### src/pmu_regs_pkg.sv
/*
 * Constants shared by the performance-monitor register block: register
 * offsets, field positions, reset values and the filter mode encoding.
 * Assumes a 12-bit byte address with one aligned 32-bit word per register.
 */
package pmu_regs_pkg;

  // ----------------------------------------------------------------------
  // Register offsets
  // ----------------------------------------------------------------------
  localparam logic [11:0] CTRL_OFS = 12'h000;
  localparam logic [11:0] DEVTYPE_OFS = 12'h004;
  localparam logic [11:0] ENSET_OFS = 12'h008;
  localparam logic [11:0] ENCLR_OFS = 12'h00c;
  localparam logic [11:0] OVSTAT_OFS = 12'h010;
  localparam logic [11:0] OVMASK_OFS = 12'h014;
  localparam logic [11:0] GCFG_BASE = 12'h040;
  localparam logic [11:0] SMR_BASE = 12'h080;
  localparam logic [11:0] CNT_BASE = 12'h100;

  // ----------------------------------------------------------------------
  // Field positions
  // ----------------------------------------------------------------------
  localparam int CTRL_EN_BIT = 0;
  localparam int CTRL_RST_BIT = 1;
  localparam int CTRL_EXP_BIT = 4;
  localparam int IMPL_LSB = 24;
  localparam int FILT_LSB = 8;
  localparam int REVEAL_BIT = 10;
  localparam int MASK_LSB = 16;
  localparam int SUBTYPE_LSB = 4;

  // ----------------------------------------------------------------------
  // Reset values
  // ----------------------------------------------------------------------
  localparam logic [10:0] GCFG_RESET = 11'h000;
  localparam logic [31:0] SMR_RESET = 32'h0000_0000;
  localparam logic [31:0] CNT_RESET = 32'h0000_0000;

  // ----------------------------------------------------------------------
  // Filter modes
  // ----------------------------------------------------------------------
  typedef enum logic [1:0] {
    FILT_GLOBAL,
    FILT_STREAM,
    FILT_BANK,
    FILT_RSVD
  } filter_mode_t;

endpackage : pmu_regs_pkg

### src/group_filter_if.sv
/*
 * Carries one counter group's filter settings and the current event's
 * attributes to the group filter, and the match result back.
 * Assumes the register block drives the settings from flip-flops.
 */
`timescale 1ns/10ps
`default_nettype none

interface group_filter_if;
  pmu_regs_pkg::filter_mode_t mode;
  logic [7:0] bankIndex;
  logic [15:0] idMask;
  logic [15:0] streamId;
  logic [15:0] eventStreamId;
  logic [7:0] eventBank;
  logic match;

  modport regs (output mode, bankIndex, idMask, streamId, eventStreamId, eventBank, input match);
  modport filter (input mode, bankIndex, idMask, streamId, eventStreamId, eventBank, output match);
endinterface : group_filter_if

`default_nettype wire

### src/perf_monitor_counter_regs.sv
/*
 * Performance-monitor register bank: group filters, counter enables,
 * control, device type, event counters and the overflow interrupt.
 * Assumes a synchronous register port with read data one cycle later,
 * and event inputs synchronous to clk.
 */
`timescale 1ns/10ps
`default_nettype none

module perf_monitor_counter_regs #(
  parameter int NUM_COUNTERS = 4,
  parameter int NUM_GROUPS = 2,
  parameter int SID_BITS = 16,
  parameter logic [7:0] IMPL_CODE = 8'h00, // Arbitrary value
  parameter logic [3:0] SUB_TYPE = 4'h9, // Arbitrary value
  parameter logic [3:0] CLASS_CODE = 4'ha // Arbitrary value
) (
  // Clock, reset, enable
  input wire logic clk,
  input wire logic rst,
  input wire logic ce,
  // Register port
  input wire logic [11:0] addr,
  input wire logic [31:0] writeData,
  input wire logic writeStrobe,
  input wire logic readStrobe,
  output logic [31:0] readData,
  // Events
  input wire logic [NUM_COUNTERS-1:0] eventPulse,
  input wire logic [15:0] eventStreamId,
  input wire logic [7:0] eventBank,
  input wire logic extendedStreamIdEnable,
  // Outputs
  output logic irq,
  output logic [NUM_COUNTERS-1:0] exportEvents,
  output logic [NUM_GROUPS-1:0] revealEnable,
  output logic [NUM_GROUPS*8-1:0] revealBank
);

  localparam int PER_GROUP = (NUM_COUNTERS + NUM_GROUPS - 1) / NUM_GROUPS;

  // ----------------------------------------------------------------------
  // State
  // ----------------------------------------------------------------------
  typedef struct packed {
    logic globalEnable;
    logic exportEnable;
    logic [NUM_COUNTERS-1:0] counterEnable;
    logic [NUM_COUNTERS-1:0] overflow;
    logic [NUM_COUNTERS-1:0] overflowMask;
    logic [NUM_COUNTERS-1:0] exported;
    logic [NUM_GROUPS-1:0][10:0] groupConfig;
    logic [NUM_GROUPS-1:0][31:0] streamMatch;
    logic [NUM_COUNTERS-1:0][31:0] count;
    logic [31:0] readWord;
  } state_t;

  state_t s;
  state_t next_s;
  logic [NUM_GROUPS-1:0] groupMatch;
  logic [15:0] implMask;

  // Implemented id bits, top bit reserved without extended ids
  always_comb begin
    implMask = 16'((32'h1 << SID_BITS) - 32'h1);
    if (!extendedStreamIdEnable) begin
      implMask[15] = 1'b0;
    end
  end

  // ----------------------------------------------------------------------
  // Group filters
  // ----------------------------------------------------------------------
  group_filter_if gif[NUM_GROUPS] ();

  generate
    for (genvar g = 0; g < NUM_GROUPS; g++) begin : g_group
      assign gif[g].mode = pmu_regs_pkg::filter_mode_t'(s.groupConfig[g][pmu_regs_pkg::FILT_LSB +: 2]);
      assign gif[g].bankIndex = s.groupConfig[g][7:0];
      assign gif[g].idMask = (s.streamMatch[g][pmu_regs_pkg::MASK_LSB +: 16] & implMask) | ~implMask;
      assign gif[g].streamId = s.streamMatch[g][15:0] & implMask;
      assign gif[g].eventStreamId = eventStreamId;
      assign gif[g].eventBank = eventBank;
      assign groupMatch[g] = gif[g].match;
      assign revealEnable[g] = s.groupConfig[g][pmu_regs_pkg::REVEAL_BIT];
      assign revealBank[g*8 +: 8] = s.groupConfig[g][7:0];
      group_filter u_filter (
        .clk(clk),
        .rst(rst),
        .bus(gif[g].filter)
      );
    end
  endgenerate

  // ----------------------------------------------------------------------
  // Next state
  // ----------------------------------------------------------------------
  always_comb begin
    logic writeCtrl;
    logic hit;
    writeCtrl = writeStrobe && (addr == pmu_regs_pkg::CTRL_OFS);
    hit = 1'b0;
    next_s = s;
    next_s.readWord = 32'h0000_0000;
    next_s.exported = '0;

    // Counting and export
    for (int i = 0; i < NUM_COUNTERS; i++) begin
      hit = s.globalEnable && s.counterEnable[i] && eventPulse[i] && groupMatch[i / PER_GROUP];
      if (hit) begin
        next_s.count[i] = s.count[i] + 32'h1;
        next_s.exported[i] = s.exportEnable;
      end
    end

    // Control
    if (writeCtrl) begin
      next_s.globalEnable = writeData[pmu_regs_pkg::CTRL_EN_BIT];
      next_s.exportEnable = writeData[pmu_regs_pkg::CTRL_EXP_BIT];
      if (writeData[pmu_regs_pkg::CTRL_RST_BIT]) begin
        next_s.count = '0;
      end
    end

    // Enables, overflow mask and overflow status clear
    if (writeStrobe && addr == pmu_regs_pkg::ENSET_OFS) begin
      next_s.counterEnable = s.counterEnable | writeData[NUM_COUNTERS-1:0];
    end
    if (writeStrobe && addr == pmu_regs_pkg::ENCLR_OFS) begin
      next_s.counterEnable = s.counterEnable & ~writeData[NUM_COUNTERS-1:0];
    end
    if (writeStrobe && addr == pmu_regs_pkg::OVMASK_OFS) begin
      next_s.overflowMask = writeData[NUM_COUNTERS-1:0];
    end
    if (writeStrobe && addr == pmu_regs_pkg::OVSTAT_OFS) begin
      next_s.overflow = s.overflow & ~writeData[NUM_COUNTERS-1:0];
    end

    // Overflow set wins over clear
    for (int i = 0; i < NUM_COUNTERS; i++) begin
      if (s.globalEnable && s.counterEnable[i] && eventPulse[i] && groupMatch[i / PER_GROUP]
          && s.count[i] == 32'hffff_ffff) begin
        next_s.overflow[i] = 1'b1;
      end
    end

    // Groups
    for (int g = 0; g < NUM_GROUPS; g++) begin
      if (writeStrobe && addr == pmu_regs_pkg::GCFG_BASE + 12'(g * 4)) begin
        next_s.groupConfig[g] = writeData[10:0];
      end
      if (writeStrobe && addr == pmu_regs_pkg::SMR_BASE + 12'(g * 4)) begin
        next_s.streamMatch[g] = {writeData[31:16] & implMask, writeData[15:0] & implMask};
      end
    end

    // Counter writes take priority over counting
    for (int i = 0; i < NUM_COUNTERS; i++) begin
      if (writeStrobe && addr == pmu_regs_pkg::CNT_BASE + 12'(i * 4)) begin
        next_s.count[i] = writeData;
      end
    end

    // Reads
    if (readStrobe) begin
      case (addr)
        pmu_regs_pkg::CTRL_OFS: begin
          next_s.readWord[pmu_regs_pkg::IMPL_LSB +: 8] = IMPL_CODE;
          next_s.readWord[pmu_regs_pkg::CTRL_EXP_BIT] = s.exportEnable;
          next_s.readWord[pmu_regs_pkg::CTRL_EN_BIT] = s.globalEnable;
        end
        pmu_regs_pkg::DEVTYPE_OFS: begin
          next_s.readWord[7:0] = {SUB_TYPE, CLASS_CODE};
        end
        pmu_regs_pkg::ENSET_OFS, pmu_regs_pkg::ENCLR_OFS: begin
          next_s.readWord[NUM_COUNTERS-1:0] = s.counterEnable;
        end
        pmu_regs_pkg::OVSTAT_OFS: begin
          next_s.readWord[NUM_COUNTERS-1:0] = s.overflow;
        end
        pmu_regs_pkg::OVMASK_OFS: begin
          next_s.readWord[NUM_COUNTERS-1:0] = s.overflowMask;
        end
        default: begin
          for (int g = 0; g < NUM_GROUPS; g++) begin
            if (addr == pmu_regs_pkg::GCFG_BASE + 12'(g * 4)) begin
              next_s.readWord[10:0] = s.groupConfig[g];
            end
            if (addr == pmu_regs_pkg::SMR_BASE + 12'(g * 4)) begin
              next_s.readWord = {s.streamMatch[g][31:16] & implMask, s.streamMatch[g][15:0] & implMask};
            end
          end
          for (int i = 0; i < NUM_COUNTERS; i++) begin
            if (addr == pmu_regs_pkg::CNT_BASE + 12'(i * 4)) begin
              next_s.readWord = s.count[i];
            end
          end
        end
      endcase
    end
  end

  // ----------------------------------------------------------------------
  // Registers
  // ----------------------------------------------------------------------
  always_ff @(posedge clk or posedge rst) begin
    if (rst) begin
      s <= '0;
    end else if (ce) begin
      s <= next_s;
    end
  end

  assign readData = s.readWord;
  assign exportEvents = s.exported;
  assign irq = |(s.overflow & s.overflowMask);
endmodule : perf_monitor_counter_regs

`default_nettype wire

### src/group_filter.sv
/*
 * Event scope filter for one counter group: global, stream match under
 * mask, or translation context bank index.
 * Assumes settings are already trimmed to the implemented bits.
 */
`timescale 1ns/10ps
`default_nettype none

module group_filter (
  // Clock for the checks
  input wire logic clk,
  input wire logic rst,
  // Group settings and event
  group_filter_if.filter bus
);

  // ----------------------------------------------------------------------
  // Match logic
  // ----------------------------------------------------------------------
  logic streamHit;

  assign streamHit = (((bus.eventStreamId ^ bus.streamId) & ~bus.idMask) == 16'h0000);

  always_comb begin
    case (bus.mode)
      pmu_regs_pkg::FILT_GLOBAL: bus.match = 1'b1;
      pmu_regs_pkg::FILT_STREAM: bus.match = streamHit;
      pmu_regs_pkg::FILT_BANK: bus.match = (bus.eventBank == bus.bankIndex);
      default: bus.match = 1'b0;
    endcase
  end
endmodule : group_filter

`default_nettype wire

### config.mk
export PLATFORM = sky130hd
export DESIGN_NAME = perf_monitor_counter_regs
export DESIGN_NICKNAME = d
export VERILOG_FILES = /design/src/pmu_regs_pkg.sv /design/src/group_filter_if.sv /design/src/perf_monitor_counter_regs.sv /design/src/group_filter.sv
export SDC_FILE = /design/constraint.sdc
export NUM_CORES = 1
export LEC_CHECK = 0
export ABC_AREA = 1
export BUFFER_PORTS_ARGS = -buffer_cell sky130_fd_sc_hd__buf_2
export CORE_MARGIN = 2
export CORE_UTILIZATION = 40
export CTS_CLUSTER_SIZE = 28
export DETAILED_ROUTE_END_ITERATION = 10
export HOLD_SLACK_MARGIN = 0.05
export SYNTH_ARGS = -nofsm -noshare
export SYNTH_HDL_FRONTEND = slang
export SYNTH_SLANG_ARGS = --single-unit
### constraint.sdc
create_clock -name clk -period 10.5 [get_ports clk]
set_input_delay 0 -clock clk [delete_from_list [all_inputs] [get_ports clk]]
set_output_delay 0 -clock clk [all_outputs]
set_load 0.1 [all_outputs]
==> results.py <==
metrics = {
    "clocking": {
        "cts_max_path_buffers": 3,
        "cts.sinks": 264,
        "clock_latency_ns": 0.57,
        "cts_root_buffer": "clkbuf_16",
        "cts_tree": "done",
        "cts_setup_buffers": 0,
        "htreeDepth": 2,
        "cts_resized": 0,
        "path_clk_slew_ns": 0.06,
        "numCtsBuffers": 35,
    },
    "sta": {
        "max-slew-margin-rel_pct": 17.1,
        "max_freq_mhz": 239,
        "finalMaxSlewViolations": 0,
        "finalHoldViolations": 0,
        "post-route-period-util_pct": 39.8,
        "skew_ns": 0.0371,
        "hold_ws_ns": 0.0894,
        "fin_ws_ns": 6.32,
        "period_minus_slack_ns": 4.18,
        "setup_viol": 0,
        "worst_slew_pin_slew_ns": 1.24,
        "rsz0062_at_grt": "false",
        "setup_tns_ns": 0,
    },
    "finish": {
        "nNetsFinal": 3428,
        "multi_input_area_um2": 10900,
        "layout-drive-gt1-share_pct": 8.27,
        "final_area_um2": 22700,
        "fillCellCount": 5377,
        "regArea_um2": 6610,
        "syn_to_final_growth_pct": 11.6,
        "fin_cells": 4049,
    },
    "worst_setup_path": {
        "r2r-start": "s[96]$_DFFE_PP0P_",
        "startpoint": "s[96]$_DFFE_PP0P_",
        "reg2reg_depth": 13,
        "crit_chain": "ha_1 > nand2_1 > nor2_1 > nand2_1 > inv_1 > nand3_1 > nor4_1 > nand3_1 > nand2_1 > nand3_1 > dlygate4sd3_1 > nand2_1 > dlygate4sd3_1",
        "cp-start-kind": "flip-flop",
        "cp.required_ns": 11.01,
        "crit_fanout": 7,
        "endpoint_kind": "flip-flop",
        "worstSetupPathType": "flip-flop to flip-flop",
        "critPathMostFrequentCell": "nand2_1",
        "crit_path_max_incr_delay_ns": 0.69,
        "worstPathArrival_ns": 4.68,
        "slowest_stage": "nor4_1",
    },
    "synthesis": {
        "yosysTopAreaCell": "dfrtp_1",
        "synthesis.nets": 3384,
        "synth.most_common_cell": "nand2_1",
        "yosys_most_used_dff": "dfrtp_1",
        "synthesis.instances": 3302,
        "synth_compound_area_share_pct": 13.2,
        "synthAdderAreaFrac_pct": 0.246,
        "ys_seq_area_share_pct": 32.5,
        "synthArstFlopShare_pct": 100,
        "yosysTopAreaCellShare_pct": 32.5,
        "avgSynthCellArea_um2": 6.16,
        "ys_top_cells_by_count": "1,068 x nand2_1, 463 x inv_1, 350 x nor2_1",
        "synth-edff-count": 0,
        "synth_xor_area_share_pct": 4.14,
        "synth_top_family_by_area": "simple AND/OR/NAND/NOR gates",
        "synth_cell_types": 44,
        "yosys_warnings": 0,
        "syn_area_um2": 20300,
        "synthMuxAreaShare_pct": 0.197,
        "synth_area_leaders": "dfrtp_1 33%, nand2_1 20%, inv_1 8.6%, nor2_1 6.5%, o21ai_0 6.2%",
        "synth-simple-area-share_pct": 35.8,
        "ys_ff_latch": 264,
    },
    "detailed_routing": {
        "drtPass1Iterations": 6,
        "post_drt_wl_per_cell_um": 20.1,
        "drt-total-wl_mm": 81.5,
        "drt-vias-per-instance": 5.30,
        "antenna_left": 0,
        "drt_iter0_drc": 2551,
        "drc": 0,
        "vias": 21400,
    },
    "run": {
        "cap_viol_max_count": 0,
    },
    "die": {
        "dieWidth_um": 229,
        "core-area_um2": 50200,
        "rows": 82,
        "io_pins": 133,
        "start_util_pct": 40.5,
        "die_h_um": 229,
        "dieArea_um2": 52600,
    },
    "power_and_ir_drop": {
        "peakVddDrop_mv": 0.0950,
        "leakage_nw": 11.9,
        "power.density_nw_per_um2": 140,
    },
    "place": {
        "port-buffer-count": 132,
        "gp_congestion": 1.00,
        "placed_area_um2": 21000,
        "dp_cells": 3936,
        "preCtsSetupSlack_ns": 7.23,
        "dp.final_hpwl_mm": 59.8,
    },
    "global_routing": {
        "gr-usage-all-layers_pct": 30.9,
        "grt_pass1_wl_mm": 124,
        "antenna_found_initial": 3,
        "overflow": 0,
        "grt_pass1_vias": 19600,
        "grt_max_degree": 104,
    },
    "run_status": {
        "outcome": "completed",
    },
    "hold_path": {
        "hold_class": "input pin to asynchronous set/reset pin",
    },
}
-- state kept, by name, summed over array words and instances, names as in the netlist, named ones only --
signal / cells
readData: 32
revealBank: 16
gif.mode: 4
revealEnable: 2
s: 202
exportEvents: 4
-- cells in the final DEF (no fill, tap or decap), types with 33 or more instances in the layout --
cell type      netlist  final
nand3_1            247    247
dfrtp_1            264    264
a21oi_1            174    174
inv_1              463    462
dlygate4sd3_1        0     45
nand2_1           1068   1065
xnor2_1             36     36
nor2_1             350    346
clkbuf_16            0     35
o21ai_0            251    251
xor2_1              60     60
o22ai_1             33     33
buf_2               34    131
-- worst paths after layout --
check,end,slack [ns]
min reg2reg,readData[27]$_DFFE_PP0P_,0.47
min in group clk,s[263]$_DFFE_PP0P_,0.09
max,s[256]$_DFFE_PP0P_,6.32
max in group asynchronous,readData[27]$_DFFE_PP0P_,9.00
max reg2reg,s[256]$_DFFE_PP0P_,6.32
min,revealBank[3]$_DFFE_PP0P_,0.09
-- layout make-up --
type / count / area share, %
Antenna cell: 5 / 0.0552
Clock buffer: 49 / 4.49
Clock inverter: 14 / 0.844
Inverter: 481 / 8.01
Multi-Input combinational cell: 2367 / 48.2
Sequential cell: 264 / 29.1
Tap cell: 672 / 3.71
Timing Repair Buffer: 197 / 5.59
-- worst max-delay path, delay by kind of cell, from the launching register on --
kind | cells | cell delay [ns]
AND/OR/NAND/NOR | 9 | 2.07
buffers and inverters | 3 | 1.25
flip-flops | 1 | 0.48
adder cells (fa/ha/maj) | 1 | 0.31
-- routing by layer --
metal  up-vias  global-route usage [%]  routed length, µm
li1      10400                       -                  -
met1     10000                    44.9              36400
met2       934                    45.0              34300
met3       133                    5.81               7610
met4         0                    12.3               3220
met5         -                       0                  0
-- what timing repair did --
action,in CTS,in global routing
endpoints found under the hold margin,201,0
hold buffers,45,0
setup endpoints to repair,0,0
-- cell families (layout without fill, tap and decap cells) --
| kind of cell | after synthesis | after routing |
|---|---|---|
| AND/OR/NAND/NOR | 1758 | 1758 |
| buffers and inverters | 671 | 741 |
| AO/OA/AOI/OAI | 505 | 505 |
| flip-flops | 264 | 264 |
| XOR/XNOR | 96 | 96 |
| adder cells (fa/ha/maj) | 4 | 4 |
| multiplexers | 4 | 4 |
| other | 0 | 5 |
-- report_power, final --
part	switching, mW	leakage (nW)	total, mW	internal (mW)
Combinational	0.405	8.02	0.618	0.213
Clock	0.507	0.600	1.29	0.779
Sequential	0.171	3.32	1.27	1.10
Total	1.08	11.9	3.17	2.09
-- stage by stage --
step / power (mW) / utilization, %
CTS: 3.18 / 45.2
global placement: 1.87 / 41.9
global route: 3.33 / 45.2
detailed placement: 1.88 / 41.9
finish: 3.17 / 45.2
floorplan: 1.67 / -
(Power assumes the default switching activity.)
